`config.mk`:
```
export PLATFORM = sky130hd
export DESIGN_NAME = cpu_status_unit
export DESIGN_NICKNAME = d
export VERILOG_FILES = /design/src/pkg/cpu_state_pkg.sv /design/src/hw/addr_decoder.sv /design/src/hw/cpu_status_unit.sv
export SDC_FILE = /design/constraint.sdc
export NUM_CORES = 1
export LEC_CHECK = 0
export BUFFER_PORTS_ARGS = -buffer_cell sky130_fd_sc_hd__buf_2
export CAP_MARGIN = 10
export CORE_ASPECT_RATIO = 2
export CORE_MARGIN = 3
export CORE_UTILIZATION = 40
export CTS_CLUSTER_SIZE = 12
export DETAILED_ROUTE_END_ITERATION = 7
export SYNTH_ARGS = -nofsm -noshare
export SYNTH_HDL_FRONTEND = slang
export SYNTH_SLANG_ARGS = --single-unit
```
`constraint.sdc`:
```
create_clock -name ref_clk -period 3.3 [get_ports ref_clk]
set_input_delay 0.33 -clock ref_clk [delete_from_list [all_inputs] [get_ports ref_clk]]
set_output_delay 0.33 -clock ref_clk [all_outputs]
set_load 0.03 [all_outputs]
```
`src/pkg/cpu_state_pkg.sv`:
```
package cpu_state_pkg;
  // ==========================================================
  // Status word field positions (big-endian bit numbering mapped to LSB=0)
  localparam int SM_POS = 7;
  localparam int IE_POS = 6;
  localparam int C_POS = 0;
  localparam int BSM_POS = 15;
  localparam int BIE_POS = 14;
  localparam int BC_POS = 8;
  localparam logic [31:0] PSW_MASK = 32'h0000_C1C1;
  localparam logic [31:0] PSW_RESET = 32'h0000_0000;
  // ==========================================================
  // Address map boundaries
  localparam logic [31:0] IO_SPACE_BASE = 32'h8000_0000;
  localparam logic [31:0] USER_LIMIT = 32'h00FF_FFFF;
  localparam logic [31:0] DRAM_LIMIT = 32'h001F_FFFF;
  localparam logic [31:0] EXT_BASE = 32'h0020_0000;
  localparam logic [31:0] UIO_BASE = 32'hFF00_0000;
  localparam logic [31:0] UIO_LIMIT = 32'hFF7F_FFFF;
  localparam logic [31:0] SYS_BASE = 32'hFF80_0000;
  localparam logic [31:0] SYS_LIMIT = 32'hFFBF_FFFF;
  localparam logic [31:0] INTIO_BASE = 32'hFFC0_0000;
  // ==========================================================
  // Vector entries
  localparam logic [31:0] VEC_RESET = 32'h00FF_FFF0;
  localparam logic [31:0] VEC_RIE = 32'h0000_0000;
  localparam logic [31:0] VEC_AE = 32'h0000_0010;
  localparam logic [31:0] VEC_SBI = 32'h0000_0020;
  localparam logic [31:0] VEC_WI = 32'h0000_0030;
  localparam logic [31:0] VEC_EI = 32'h0000_0040;
  localparam logic [31:0] VEC_TRAP = 32'h0000_0050;
  localparam logic [31:0] VEC_TOP = 32'h0000_008F;
  localparam int TRAP_SHIFT = 2;
  // ==========================================================
  // Control register selectors
  localparam logic [2:0] CR_PSW = 3'h0;
  localparam logic [2:0] CR_CBR = 3'h1;
  localparam logic [2:0] CR_SPI = 3'h2;
  localparam logic [2:0] CR_SPU = 3'h3;
  localparam logic [2:0] CR_BPC = 3'h6;
  // ==========================================================
  // Types
  typedef enum logic [2:0] {
    MEM_NONE = 3'h0, MEM_LB = 3'h1, MEM_LUB = 3'h2, MEM_LH = 3'h3,
    MEM_LUH = 3'h4, MEM_LW = 3'h5, MEM_SB = 3'h6, MEM_SH = 3'h7
  } mem_op_t;
  typedef enum logic [2:0] {
    EV_NONE = 3'h0, EV_RESET = 3'h1, EV_SBI = 3'h3, EV_AE = 3'h2,
    EV_RIE = 3'h6, EV_WI = 3'h7, EV_EI = 3'h5, EV_TRAP = 3'h4
  } event_t;
  typedef enum logic [1:0] {
    RUN = 2'b00, SLEEP = 2'b01, STANDBY = 2'b11, SLAVE_WAIT = 2'b10
  } pwr_t;
  typedef enum logic [2:0] {
    AREA_DRAM = 3'h0, AREA_EXT = 3'h1, AREA_UNUSED = 3'h2, AREA_UIO = 3'h3,
    AREA_SYS = 3'h4, AREA_INTIO = 3'h5, AREA_IO_UNUSED = 3'h6
  } area_t;
  typedef struct packed {
    logic space_id;
    logic cacheable;
    area_t area;
    logic usable;
  } addr_info_t;
  typedef struct packed {
    logic we;
    logic [3:0] byte_en;
    logic [31:0] wdata;
  } store_t;
endpackage : cpu_state_pkg

```
`src/hw/addr_decoder.sv`:
```
`timescale 1ns/100ps
// Combinational logical address classifier
module addr_decoder
  import cpu_state_pkg::*;
(
  input wire logic [31:0] addr,
  output addr_info_t info
);
  // ==========================================================
  // Decode
  always_comb begin
    info.space_id = (addr >= IO_SPACE_BASE);
    info.cacheable = ~info.space_id;  // I/O never cached
    info.usable = 1'b1;
    if (addr <= DRAM_LIMIT) begin
      info.area = AREA_DRAM;
    end else if (addr >= EXT_BASE && addr <= USER_LIMIT) begin
      info.area = AREA_EXT;
    end else if (!info.space_id) begin
      info.area = AREA_UNUSED;  // Beyond usable 16 MB
      info.usable = 1'b0;
    end else if (addr >= UIO_BASE && addr <= UIO_LIMIT) begin
      info.area = AREA_UIO;
    end else if (addr >= SYS_BASE && addr <= SYS_LIMIT) begin
      info.area = AREA_SYS;  // Debug tools only
      info.usable = 1'b0;
    end else if (addr >= INTIO_BASE) begin
      info.area = AREA_INTIO;
    end else begin
      info.area = AREA_IO_UNUSED;
      info.usable = 1'b0;
    end
  end
endmodule : addr_decoder

```
`src/hw/cpu_status_unit.sv`:
```
`timescale 1ns/100ps
// Summary of operation
// - Event saves mode, enable, condition into backup
// - Condition copy mirrors C; writes ignored
// - R15 selects interrupt or user stack
// - Backup PC captures current/next; LSB zero
// - Return loads PC with low bits cleared
// - 64-bit accumulator, half writes, three reads
// - Program counter LSB always zero
// - Signed loads sign-extend, unsigned zero-extend
// - Stores write low half, low byte; no word store
// - Misaligned half/word access raises address exception
// - Low half of space is user space
// - Upper half is I/O, never cached
// - Low 2 MB is DRAM with vectors
// - External area; reset vector at top
// - User I/O area drives external bus
// - System area reserved; internal I/O above
// - Reserved opcode raises exception
// - Reset is always accepted, highest priority
// - Wakeup only accepted in standby
// - System break ends sleep, starts slave
// - External interrupt maskable; ends sleep, starts slave
// - Trap operand selects one of 16 vectors
// - System break ignores interrupt enable
module cpu_status_unit
  import cpu_state_pkg::*;
(
  input wire logic ref_clk,
  input wire logic rst,
  // Control register move port
  input wire logic cr_we,
  input wire logic [2:0] cr_sel,
  input wire logic [31:0] cr_wdata,
  output logic [31:0] cr_rdata,
  // Stack pointer view as R15
  input wire logic r15_we,
  input wire logic [31:0] r15_wdata,
  output logic [31:0] r15_rdata,
  // Condition bit result from the ALU
  input wire logic cond_we,
  input wire logic cond_in,
  // Program counter flow
  input wire logic pc_load,
  input wire logic [31:0] pc_target,
  input wire logic retire,
  input wire logic [31:0] next_pc,
  input wire logic save_next,
  input wire logic return_from_event_instr,
  output logic [31:0] pc,
  // Accumulator port
  input wire logic write_acc_high_instr,
  input wire logic write_acc_low_instr,
  input wire logic [31:0] acc_wdata,
  input wire logic [1:0] acc_rsel,
  output logic [31:0] acc_rdata,
  // Memory access formatting
  input wire logic mem_valid,
  input wire mem_op_t mem_op,
  input wire logic [31:0] mem_addr,
  input wire logic [31:0] mem_rdata,
  input wire logic [31:0] store_src,
  output logic [31:0] load_result,
  output store_t store_out,
  output addr_info_t addr_info,
  // Event sources
  input wire logic reserved_opcode,
  input wire logic trap_instr,
  input wire logic [3:0] trap_operand,
  input wire logic system_break,
  input wire logic ext_interrupt,
  input wire logic wakeup_input,
  input wire logic sleep_req,
  input wire logic standby_req,
  input wire logic slave_mode,
  output logic event_taken,
  output event_t event_kind,
  output logic alignment_exception,
  output logic [1:0] power_state
);
  // ==========================================================
  // State
  typedef struct packed {
    logic [31:0] processor_status_word;  // Status word with backup field
    logic [31:0] spi;  // Interrupt stack
    logic [31:0] user_stack_pointer;  // User stack
    logic [31:0] backup_program_counter;  // Backup PC
    logic [31:0] pc;  // Program counter
    logic [63:0] acc;  // Accumulator
    pwr_t pwr;  // Power / start mode
    logic [31:0] cr_rdata;
    logic [31:0] r15_rdata;
    logic [31:0] acc_rdata;
    logic [31:0] load_result;
    store_t store_out;
    addr_info_t addr_info;
    logic event_taken;
    event_t event_kind;
    logic alignment_exception;
  } state_t;
  state_t s_q;
  state_t s_d;
  addr_info_t dec_info;  // Address class of the pending access
  logic misaligned;  // Half or word off its boundary
  logic [31:0] cond_copy;  // Read view of the condition copy
  logic ei_ok;  // Unmasked external interrupt
  // ==========================================================
  // Address decoder
  addr_decoder u_dec (
    .addr(mem_addr),
    .info(dec_info)
  );
  // ==========================================================
  // Alignment check for loads and stores
  always_comb begin
    unique case (mem_op)
      MEM_LH, MEM_LUH, MEM_SH: misaligned = mem_addr[0];
      MEM_LW: misaligned = |mem_addr[1:0];
      default: misaligned = 1'b0;  // Bytes and none; never misaligned
    endcase
  end
  // Follows this cycle's condition update so the copy never lags the status word
  assign cond_copy = {31'h0000_0000, s_d.processor_status_word[C_POS]};
  assign ei_ok = ext_interrupt & s_q.processor_status_word[IE_POS];
  // ==========================================================
  // Next-state logic
  always_comb begin
    logic [31:0] vec;
    logic [31:0] ld;
    logic mis;
    vec = VEC_RIE;
    ld = 32'h0000_0000;
    mis = 1'b0;
    s_d = s_q;
    s_d.event_taken = 1'b0;
    s_d.event_kind = EV_NONE;
    mis = mem_valid & misaligned;
    s_d.alignment_exception = mis;
    // Load extension
    unique case (mem_op)
      MEM_LB: ld = {{24{mem_rdata[7]}}, mem_rdata[7:0]};
      MEM_LUB: ld = {24'h00_0000, mem_rdata[7:0]};
      MEM_LH: ld = {{16{mem_rdata[15]}}, mem_rdata[15:0]};
      MEM_LUH: ld = {16'h0000, mem_rdata[15:0]};
      default: ld = mem_rdata;
    endcase
    s_d.load_result = ld;
    // Store width: only low bits leave the register
    s_d.store_out.we = mem_valid & ~mis & (mem_op == MEM_SB || mem_op == MEM_SH);
    unique case (mem_op)
      MEM_SB: begin
        s_d.store_out.byte_en = 4'h1;
        s_d.store_out.wdata = {24'h00_0000, store_src[7:0]};
      end
      MEM_SH: begin
        s_d.store_out.byte_en = 4'h3;
        s_d.store_out.wdata = {16'h0000, store_src[15:0]};
      end
      default: begin
        s_d.store_out.byte_en = 4'hF;  // All lanes enabled; we stays low
        s_d.store_out.wdata = store_src;
      end
    endcase
    s_d.addr_info = dec_info;
    // Condition bit update
    if (cond_we) begin
      s_d.processor_status_word[C_POS] = cond_in;
    end
    // Control register writes; condition copy silently drops them
    if (cr_we) begin
      unique case (cr_sel)
        CR_PSW: s_d.processor_status_word = cr_wdata & PSW_MASK;
        CR_SPI: s_d.spi = cr_wdata;
        CR_SPU: s_d.user_stack_pointer = cr_wdata;
        CR_BPC: s_d.backup_program_counter = {cr_wdata[31:1], 1'b0};  // LSB fixed at zero
        default: s_d.processor_status_word = s_d.processor_status_word;
      endcase
    end
    // R15 alias picks the stack by mode bit
    if (r15_we) begin
      if (s_q.processor_status_word[SM_POS]) s_d.user_stack_pointer = r15_wdata;
      else s_d.spi = r15_wdata;
    end
    // Accumulator halves
    if (write_acc_high_instr) s_d.acc[63:32] = acc_wdata;
    if (write_acc_low_instr) s_d.acc[31:0] = acc_wdata;
    // Program counter flow; LSB is held at zero
    if (return_from_event_instr) begin
      s_d.pc = {s_q.backup_program_counter[31:2], 2'b00};
    end else if (pc_load) begin
      s_d.pc = {pc_target[31:1], 1'b0};
    end else if (retire) begin
      s_d.pc = {next_pc[31:1], 1'b0};
    end
    // Power modes: sleep and slave wait leave on break or interrupt
    unique case (s_q.pwr)
      RUN: begin
        if (standby_req) s_d.pwr = STANDBY;
        else if (sleep_req) s_d.pwr = SLEEP;
      end
      SLEEP, SLAVE_WAIT: begin
        if (system_break || ext_interrupt) s_d.pwr = RUN;
      end
      STANDBY: begin
        if (wakeup_input) s_d.pwr = RUN;
      end
    endcase
    // Event priority, highest first
    if (s_q.pwr == STANDBY) begin
      if (wakeup_input) begin
        s_d.event_kind = EV_WI;  // Only standby exit
        vec = VEC_WI;
      end
    end else if (system_break) begin
      s_d.event_kind = EV_SBI;  // Not masked by enable
      vec = VEC_SBI;
    end else if (s_q.pwr == RUN && mis) begin
      s_d.event_kind = EV_AE;
      vec = VEC_AE;
    end else if (s_q.pwr == RUN && reserved_opcode) begin
      s_d.event_kind = EV_RIE;
      vec = VEC_RIE;
    end else if (ei_ok) begin
      s_d.event_kind = EV_EI;
      vec = VEC_EI;
    end else if (s_q.pwr == RUN && trap_instr) begin
      s_d.event_kind = EV_TRAP;
      vec = VEC_TRAP + {26'h000_0000, trap_operand, 2'b00};
    end
    if (s_d.event_kind != EV_NONE) begin
      s_d.event_taken = 1'b1;
      // Save mode, enable, condition into backup field
      s_d.processor_status_word[BSM_POS] = s_q.processor_status_word[SM_POS];
      s_d.processor_status_word[BIE_POS] = s_q.processor_status_word[IE_POS];
      s_d.processor_status_word[BC_POS] = s_q.processor_status_word[C_POS];
      s_d.processor_status_word[SM_POS] = 1'b0;
      s_d.processor_status_word[IE_POS] = 1'b0;
      // Faults resume at the failing instruction, others after it when save_next is set
      if (save_next && s_d.event_kind != EV_AE && s_d.event_kind != EV_RIE) begin
        s_d.backup_program_counter = {next_pc[31:1], 1'b0};
      end else begin
        s_d.backup_program_counter = {s_q.pc[31:1], 1'b0};
      end
      s_d.pc = vec;
      if (s_d.event_kind == EV_WI || s_d.event_kind == EV_SBI) s_d.pwr = RUN;
    end
    // Registered read ports
    unique case (cr_sel)
      CR_PSW: s_d.cr_rdata = s_d.processor_status_word;
      CR_CBR: s_d.cr_rdata = cond_copy;
      CR_SPI: s_d.cr_rdata = s_d.spi;
      CR_SPU: s_d.cr_rdata = s_d.user_stack_pointer;
      CR_BPC: s_d.cr_rdata = s_d.backup_program_counter;
      default: s_d.cr_rdata = 32'h0000_0000;
    endcase
    s_d.r15_rdata = s_d.processor_status_word[SM_POS] ? s_d.user_stack_pointer : s_d.spi;
    unique case (acc_rsel)
      2'b00: s_d.acc_rdata = s_d.acc[63:32];
      2'b01: s_d.acc_rdata = s_d.acc[31:0];
      2'b10: s_d.acc_rdata = s_d.acc[47:16];  // Middle view
      default: s_d.acc_rdata = 32'h0000_0000;
    endcase
  end
  // ==========================================================
  // Registers; reset vectors fetch and wins over every source
  always_ff @(posedge ref_clk) begin
    if (rst) begin
      s_q <= '0;
      s_q.processor_status_word <= PSW_RESET;
      s_q.pc <= VEC_RESET;
      s_q.event_taken <= 1'b1;
      s_q.event_kind <= EV_RESET;
      s_q.pwr <= RUN;
    end else begin
      s_q <= s_d;
      if (s_q.event_kind == EV_RESET && slave_mode) s_q.pwr <= SLAVE_WAIT;
    end
  end
  // ==========================================================
  // Outputs
  assign cr_rdata = s_q.cr_rdata;
  assign r15_rdata = s_q.r15_rdata;
  assign pc = s_q.pc;
  assign acc_rdata = s_q.acc_rdata;
  assign load_result = s_q.load_result;
  assign store_out = s_q.store_out;
  assign addr_info = s_q.addr_info;
  assign event_taken = s_q.event_taken;
  assign event_kind = s_q.event_kind;
  assign alignment_exception = s_q.alignment_exception;
  assign power_state = s_q.pwr;
endmodule : cpu_status_unit

```
Word level (Yosys, flattened, before mapping)
Index checks and enable logic that the tools add are counted.
{"block": "totals", "inputBits": 289, "elab_cells": 141, "output_inout_bits": 210, "regBits": 402}
{"block": "classes", "addsub": 1, "n_eq_ne": 21, "bitwise": 6, "reduce_logical": 24, "n_lt_le_gt_ge": 9, "mux": 56}
{"cell": "$mux 32", "count": 14}
{"cell": "$pmux 32 s5", "count": 1}
{"cell": "$ge 32x32->1 const B", "count": 4}
{"cell": "$mux 128", "count": 1}
{"cell": "$mux 64", "count": 2}
{"cell": "$pmux 32 s4", "count": 1}
{"cell": "$pmux 32 s3", "count": 1}
{"cell": "$pmux 36 s2", "count": 1}
{"cell": "$le 32x32->1 const B", "count": 2}
{"cell": "$mux 8", "count": 5}
{"cell": "$ge 32x22->1 const B", "count": 1}
{"cell": "$le 32x21->1 const B", "count": 1}
{"cell": "$le 32x24->1 const B", "count": 1}
{"cell": "$mux 3", "count": 10}
{"cell": "$mux 2", "count": 10}
{"cell": "$eq 3x3->1 const B", "count": 6}
{"cell": "$eq 3x2->1 const B", "count": 5}
{"cell": "$eq 3x1->1 const B", "count": 3}
{"cell": "$logic_and 1x1->1", "count": 9}
{"cell": "$add 7x6->8 const A", "count": 1}
{"cell": "$reduce_or 2->1", "count": 4}
{"cell": "$mux 1", "count": 7}
{"cell": "$eq 2x2->1 const B", "count": 3}
{"cell": "$mux 6", "count": 1}
{"cell": "14 further kinds", "count": 23}

Logic depth before layout (Yosys ltp)
{"block": "depth", "word_depth": 14, "mapped_depth": 8, "depth_no_buf": 7}

Modules after synthesis
Synthesis repeated with hierarchy kept, for this count alone.
{"block": "unflattened", "hier_cells": 2110, "hier_area_um2": 18641.6}
{"mod": "cpu_status_unit", "instances": 1, "cells_each": 2094, "area_each_um2": 18551.5}
{"mod": "addr_decoder", "instances": 1, "cells_each": 16, "area_each_um2": 90.1}

Worst setup path after synthesis
OpenSTA, ideal clock, no wires.
{"block": "synth_timing", "kind": "register to register", "startpoint": "register s_q (netlist bit power_state[0])", "endpoint": "register pc[7] (netlist name)", "period_less_slack_ns": 1.980, "setup_time_ns": 0.120, "arrival_time_ns": 1.860, "setup_slack_ns": 1.320, "t_required_ns": 3.180, "path_stages_with_launch": 9, "n_path_buf": 1, "cell_sequence": "dfxtp_1 > inv_1 > ha_1 > nand4_1 > o221a_2 > a21oi_4 > buf_2 > a21oi_1 > a211o_1"}
{"block": "synth_between", "elab_chain_cells": 10}
{"item": "from (decl)", "line": "cpu_status_unit.sv:101", "source": "state_t s_q;"}
{"item": "$logic_not 2->1", "line": "cpu_status_unit.sv:217, cpu_status_unit.sv:220, cpu_status_unit.sv:226"}
{"item": "$logic_and 1x1->1", "line": "cpu_status_unit.sv:226", "source": "end else if (s_q.pwr == RUN && trap_instr) begin"}
{"item": "$mux 3", "line": "cpu_status_unit.sv:226"}
{"item": "$mux 3", "line": "cpu_status_unit.sv:223", "source": "end else if (ei_ok) begin"}
{"item": "$mux 3", "line": "cpu_status_unit.sv:220", "source": "end else if (s_q.pwr == RUN && reserved_opcode) begin"}
{"item": "$mux 3", "line": "cpu_status_unit.sv:217", "source": "end else if (s_q.pwr == RUN && mis) begin"}
{"item": "$mux 3", "line": "cpu_status_unit.sv:214", "source": "end else if (system_break) begin"}
{"item": "$mux 3", "line": "cpu_status_unit.sv:209", "source": "if (s_q.pwr == STANDBY) begin"}
{"item": "$reduce_bool 3->1", "line": "cpu_status_unit.sv:230", "source": "if (s_d.event_kind != EV_NONE) begin"}
{"item": "$reduce_bool 4->1 (no source line) or $mux 64 (tied branches)"}
Parallel ways exist; a longest one is shown, timed or not.
A chain may end at the register's enable or synchronous reset.

Worst setup path in the final report
{"block": "layout_timing", "startpoint": "register s_q (netlist bit power_state[0])", "endpoint": "register s_q (netlist bit r15_rdata[31])"}
{"block": "layout_between", "elab_chain_cells": 11}
{"item": "$logic_not 2->1", "line": "cpu_status_unit.sv:217, cpu_status_unit.sv:220, cpu_status_unit.sv:226"}
{"item": "$logic_and 1x1->1", "line": "cpu_status_unit.sv:226"}
{"item": "$mux 3", "line": "cpu_status_unit.sv:226"}
{"item": "$mux 3", "line": "cpu_status_unit.sv:223"}
{"item": "$mux 3", "line": "cpu_status_unit.sv:220"}
{"item": "$mux 3", "line": "cpu_status_unit.sv:217"}
{"item": "$mux 3", "line": "cpu_status_unit.sv:214"}
{"item": "$mux 3 *", "line": "cpu_status_unit.sv:209"}
{"item": "$reduce_bool 3->1 *", "line": "cpu_status_unit.sv:230"}
{"item": "$mux 3 *", "line": "cpu_status_unit.sv:230"}
{"item": "$mux 32 *", "line": "cpu_status_unit.sv:256", "source": "s_d.r15_rdata = s_d.processor_status_word[SM_POS] ? s_d.user_stack_pointer : s_d.spi;"}
Every way passes the cells marked *; elsewhere a longest branch is shown, timed or not.

==> parameters.txt <==
Parameter                              Value

Global route
  Antenna violations before repair ... 15
  Total global routing overflow ... 0
  Global-route wire length before repair ... 103,000 µm
  Number of global-route vias before repair ... 16.8k
  Pin count of the biggest net entering global routing ... 162
  GR Util All Layers ... 26.7%

CTS
  CTS sink count ... 400
  Clk_lat worst skew ... 0.56 ns
  Resize count post-CTS ... 0
  Root Buffer ... sky130_fd_sc_hd__clkbuf_16
  Inserted Clock Buffers ... 41
  Clock transition time at the flip-flop clock pins of the worst setup and hold paths ... 0.06 ns
  Post-CTS setup repair buffer count ... 0
  Clock tree from TritonCTS ... done
  Clk buf depth ... 3
  Htree depth ... 2

Setup path
  Gate family responsible for the most delay along the worst path ... simple AND/OR/NAND/NOR gates
  Number of buffer and inverter instances along the worst setup path ... 1
  Worst Path Required ... 3.78 ns
  CP Max Fanout ... 17
  Critical path arrival ... 3.33 ns
  CP max stage cell ... sky130_fd_sc_hd__nor3_4
  Type of element capturing the critical path ... flop
  Crit Path Class ... reg -> reg
  Kind of start point of the critical path ... flop
  Cell-by-cell trace of the critical path ... ha_1 -> nor2_1 -> o221a_2 -> a21oi_4 -> nor3_4 -> buf_4 -> a2bb2oi_1
  Delay of the slowest critical-path stage ... 0.77 ns

Logic synthesis
  Area share of the largest cell type after synthesis ... 42.1%
  Synthesized area ... 0.0190 mm²
  Synthesized area per cell ... 8.75 µm²
  Ys async rst share ... 0%
  Net count after synthesis ... 2,467
  Cell types occupying the most area after synthesis ... sky130_fd_sc_hd__dfxtp_1 (42%), sky130_fd_sc_hd__mux2i_1 (11%), sky130_fd_sc_hd__buf_4 (8.2%)
  Count of distinct cell types in the synthesized netlist ... 67
  Number of cells produced by synthesis ... 2,174
  Dominant cell type by area after synthesis ... sky130_fd_sc_hd__dfxtp_1
  Predominant post-synthesis flop cell ... sky130_fd_sc_hd__dfxtp_1
  Synth warnings ... 0
  Post-synth EDFFs ... 0
  Seq/Total Area, Yosys ... 42.1%
  Synthesis-stage register bit count ... 400

Timing
  Fin crit share ... 86.4%
  Unrepaired setup endpoints after global routing ... no
  Max-slew violation count ... 0
  Final hold viol count ... 0
  Setup TNS after final layout ... 0 ns
  Smallest hold slack ... 0.0307 ns
  Max-slew headroom at the worst pin ... 15.8%
  Setup Viol. Count Final ... 0
  Slew at the pin closest to its max-slew limit ... 1.26 ns
  Maximum clock skew at final layout ... 0.0245 ns
  Final critical delay including setup and external delays ... 2.85 ns
  Max Clk Rate ... 351 MHz

Die
  Number of placement rows ... 112
  Core box area ... 0.0468 mm²
  Die extent in y ... 314 µm
  Die area ... 0.0504 mm²
  Initial core utilization ... 40.6%
  Die X ... 160 µm
  I/O pin count ... 499

Layout
  Most used cells in the layout excluding fill and tap cells ... sky130_fd_sc_hd__buf_2 (475), sky130_fd_sc_hd__dfxtp_1 (400), sky130_fd_sc_hd__nor2_1 (219)
  Fin nets ... 2,706
  Share of layout cells above drive strength 1 ... 27.0%
  Area growth from synthesis to layout ... 15.8%
  Non-filler cells in the finished layout ... 3,062
  Commonest non-fill, non-tap cell in the layout ... sky130_fd_sc_hd__buf_2

Power
  Static leakage power ... 10.5 nW
  Cell Int Power ... 8.21 mW
  Share of power burned in the clock network ... 37.4%
  Fraction of power spent switching nets ... 28.9%
  Power density of the placed cells ... 524 mW/mm²
  Max rail drop VDD ... 0.435 mV
  Switching component of the power ... 3.34 mW
  Combinational fraction of design power ... 17.3%
  Sequential group share of total power ... 45.4%

Routing
  WL final ... 70,200 µm
  Number of design rule violations left after detail routing ... 0
  1st-pass router iterations ... 5
  Wire length per cell ... 22.9 µm
  Via count ... 16.7k
  Detail-routed via count per cell ... 5.47
  Iteration-0 DRC Markers ... 1,070
  Count of antenna-violating nets left after detailed routing ... 0

Placed design
  Gp weighted congestion ... 0.885
  Number of port buffers ... 476
  Post-placement cell count ... 2,957
  Hpwl dp ... 50,900 µm

Flow run
  Max Cap Violations ... 0

Status
  Outcome ... finished, final reports clean

Worst hold path
  Worst hold path type ... in -> reg
-- state kept, by name, indices dropped and copies added, names as in the netlist --
register,flops
load_result,32
r15_rdata,32
acc_rdata,32
power_state,2
cr_rdata,32
addr_info,6
alignment_exception,1
s_q,192
pc,31
event_kind,3
event_taken,1
store_out,36
-- metrics by stage --
step / setup slack, ns / utilization [%] / cell area (µm²) / power [mW]
final: 0.448 / 47.1 / 22000 / 11.6
after global routing: 0.187 / 47.0 / 22000 / 12.0
after CTS: 0.427 / 47.0 / 22000 / 11.7
after detailed placement: 0.429 / 43.7 / 20400 / 7.30
after global placement: 0.492 / 43.7 / 20400 / 7.26
after floorplan: 1.32 / - / 19000 / 6.74
-- routing by layer --
layer  routed length (µm)  GRT usage (%)
met1                23700           26.7
met2                36200           48.6
met3                 4170           4.62
met4                 6030           20.6
met5                   89              0
-- synth_stat cells (4+ instances only) --
cell / instances
sky130_fd_sc_hd__or3_1: 4
sky130_fd_sc_hd__and2_1: 83
sky130_fd_sc_hd__dfxtp_1: 400
sky130_fd_sc_hd__mux2_2: 36
sky130_fd_sc_hd__mux2i_1: 211
sky130_fd_sc_hd__ha_1: 4
sky130_fd_sc_hd__a211oi_1: 7
sky130_fd_sc_hd__nor3b_1: 5
sky130_fd_sc_hd__o21bai_1: 17
sky130_fd_sc_hd__clkbuf_1: 114
sky130_fd_sc_hd__inv_1: 11
sky130_fd_sc_hd__or2_2: 18
sky130_fd_sc_hd__a21oi_1: 111
sky130_fd_sc_hd__nor2_1: 220
sky130_fd_sc_hd__buf_1: 10
sky130_fd_sc_hd__buf_2: 41
sky130_fd_sc_hd__and3_1: 26
sky130_fd_sc_hd__nand2_1: 178
sky130_fd_sc_hd__o22ai_1: 5
sky130_fd_sc_hd__nor2b_1: 18
sky130_fd_sc_hd__a221oi_1: 35
sky130_fd_sc_hd__nand2b_1: 6
sky130_fd_sc_hd__o21ai_0: 170
sky130_fd_sc_hd__o31ai_1: 52
sky130_fd_sc_hd__a21o_1: 8
sky130_fd_sc_hd__a31oi_1: 29
sky130_fd_sc_hd__a2bb2oi_1: 32
sky130_fd_sc_hd__nor3_1: 40
sky130_fd_sc_hd__a311oi_1: 7
sky130_fd_sc_hd__nand4_1: 4
sky130_fd_sc_hd__buf_4: 209
sky130_fd_sc_hd__a22oi_1: 10
sky130_fd_sc_hd__o32ai_1: 4
sky130_fd_sc_hd__nand4b_1: 4
-- power groups by stage --
stage	combinational, mW	clock [mW]	sequential [mW]
6_report	1.99	4.32	5.24
3_3_place_gp	1.92	0	5.34
5_1_grt	2.14	4.61	5.26
4_1_cts	2.00	4.44	5.24
3_5_place_dp	1.95	0	5.35
2_1_floorplan	1.44	0	5.30
-- kinds of logic (layout without fill, tap and decap cells) --
group | Yosys count | in the layout | share of synthesized area [%]
other cells | 1 | 10 | 0.0197
compound gates | 510 | 510 | 17.0
buf+inv | 389 | 641 | 12.1
fa+ha+maj | 4 | 4 | 0.263
flops | 400 | 400 | 42.1
mux | 248 | 248 | 13.3
simple gates | 621 | 621 | 15.1
xor+xnor | 1 | 1 | 0.0461
-- what timing repair did --
| action | 4_1_cts | 5_1_grt |
|---|---|---|
| hold buffers | 40 | 0 |
| setup endpoints to repair | 0 | 0 |
| hold endpoints to repair | 40 | 0 |
-- final cells by class --
class	count	area, µm²
flip-flops and latches	400	8010
repair buffers	572	3250
multi-input cells	1385	8750
clock buffers	50	1130
diodes	9	22.5
inverters	13	48.8
well taps	627	785
clock inverters	6	40.0
fillers	4650	24800
-- worst paths after layout --
| check | endpoint | slack (ns) | depth (start not counted) | start |
|---|---|---|---|---|
| setup / recovery | r15_rdata[31] | 0.45 | 7 | power_state[0] |
| hold / removal | load_result[0] | 0.03 | 2 | mem_rdata[0] |
| hold reg to reg | s_q[274] | 0.47 | 2 | s_q[274] |
| setup reg to reg | r15_rdata[31] | 0.45 | 7 | power_state[0] |
No activity file was read; power rests on OpenSTA's default activity.
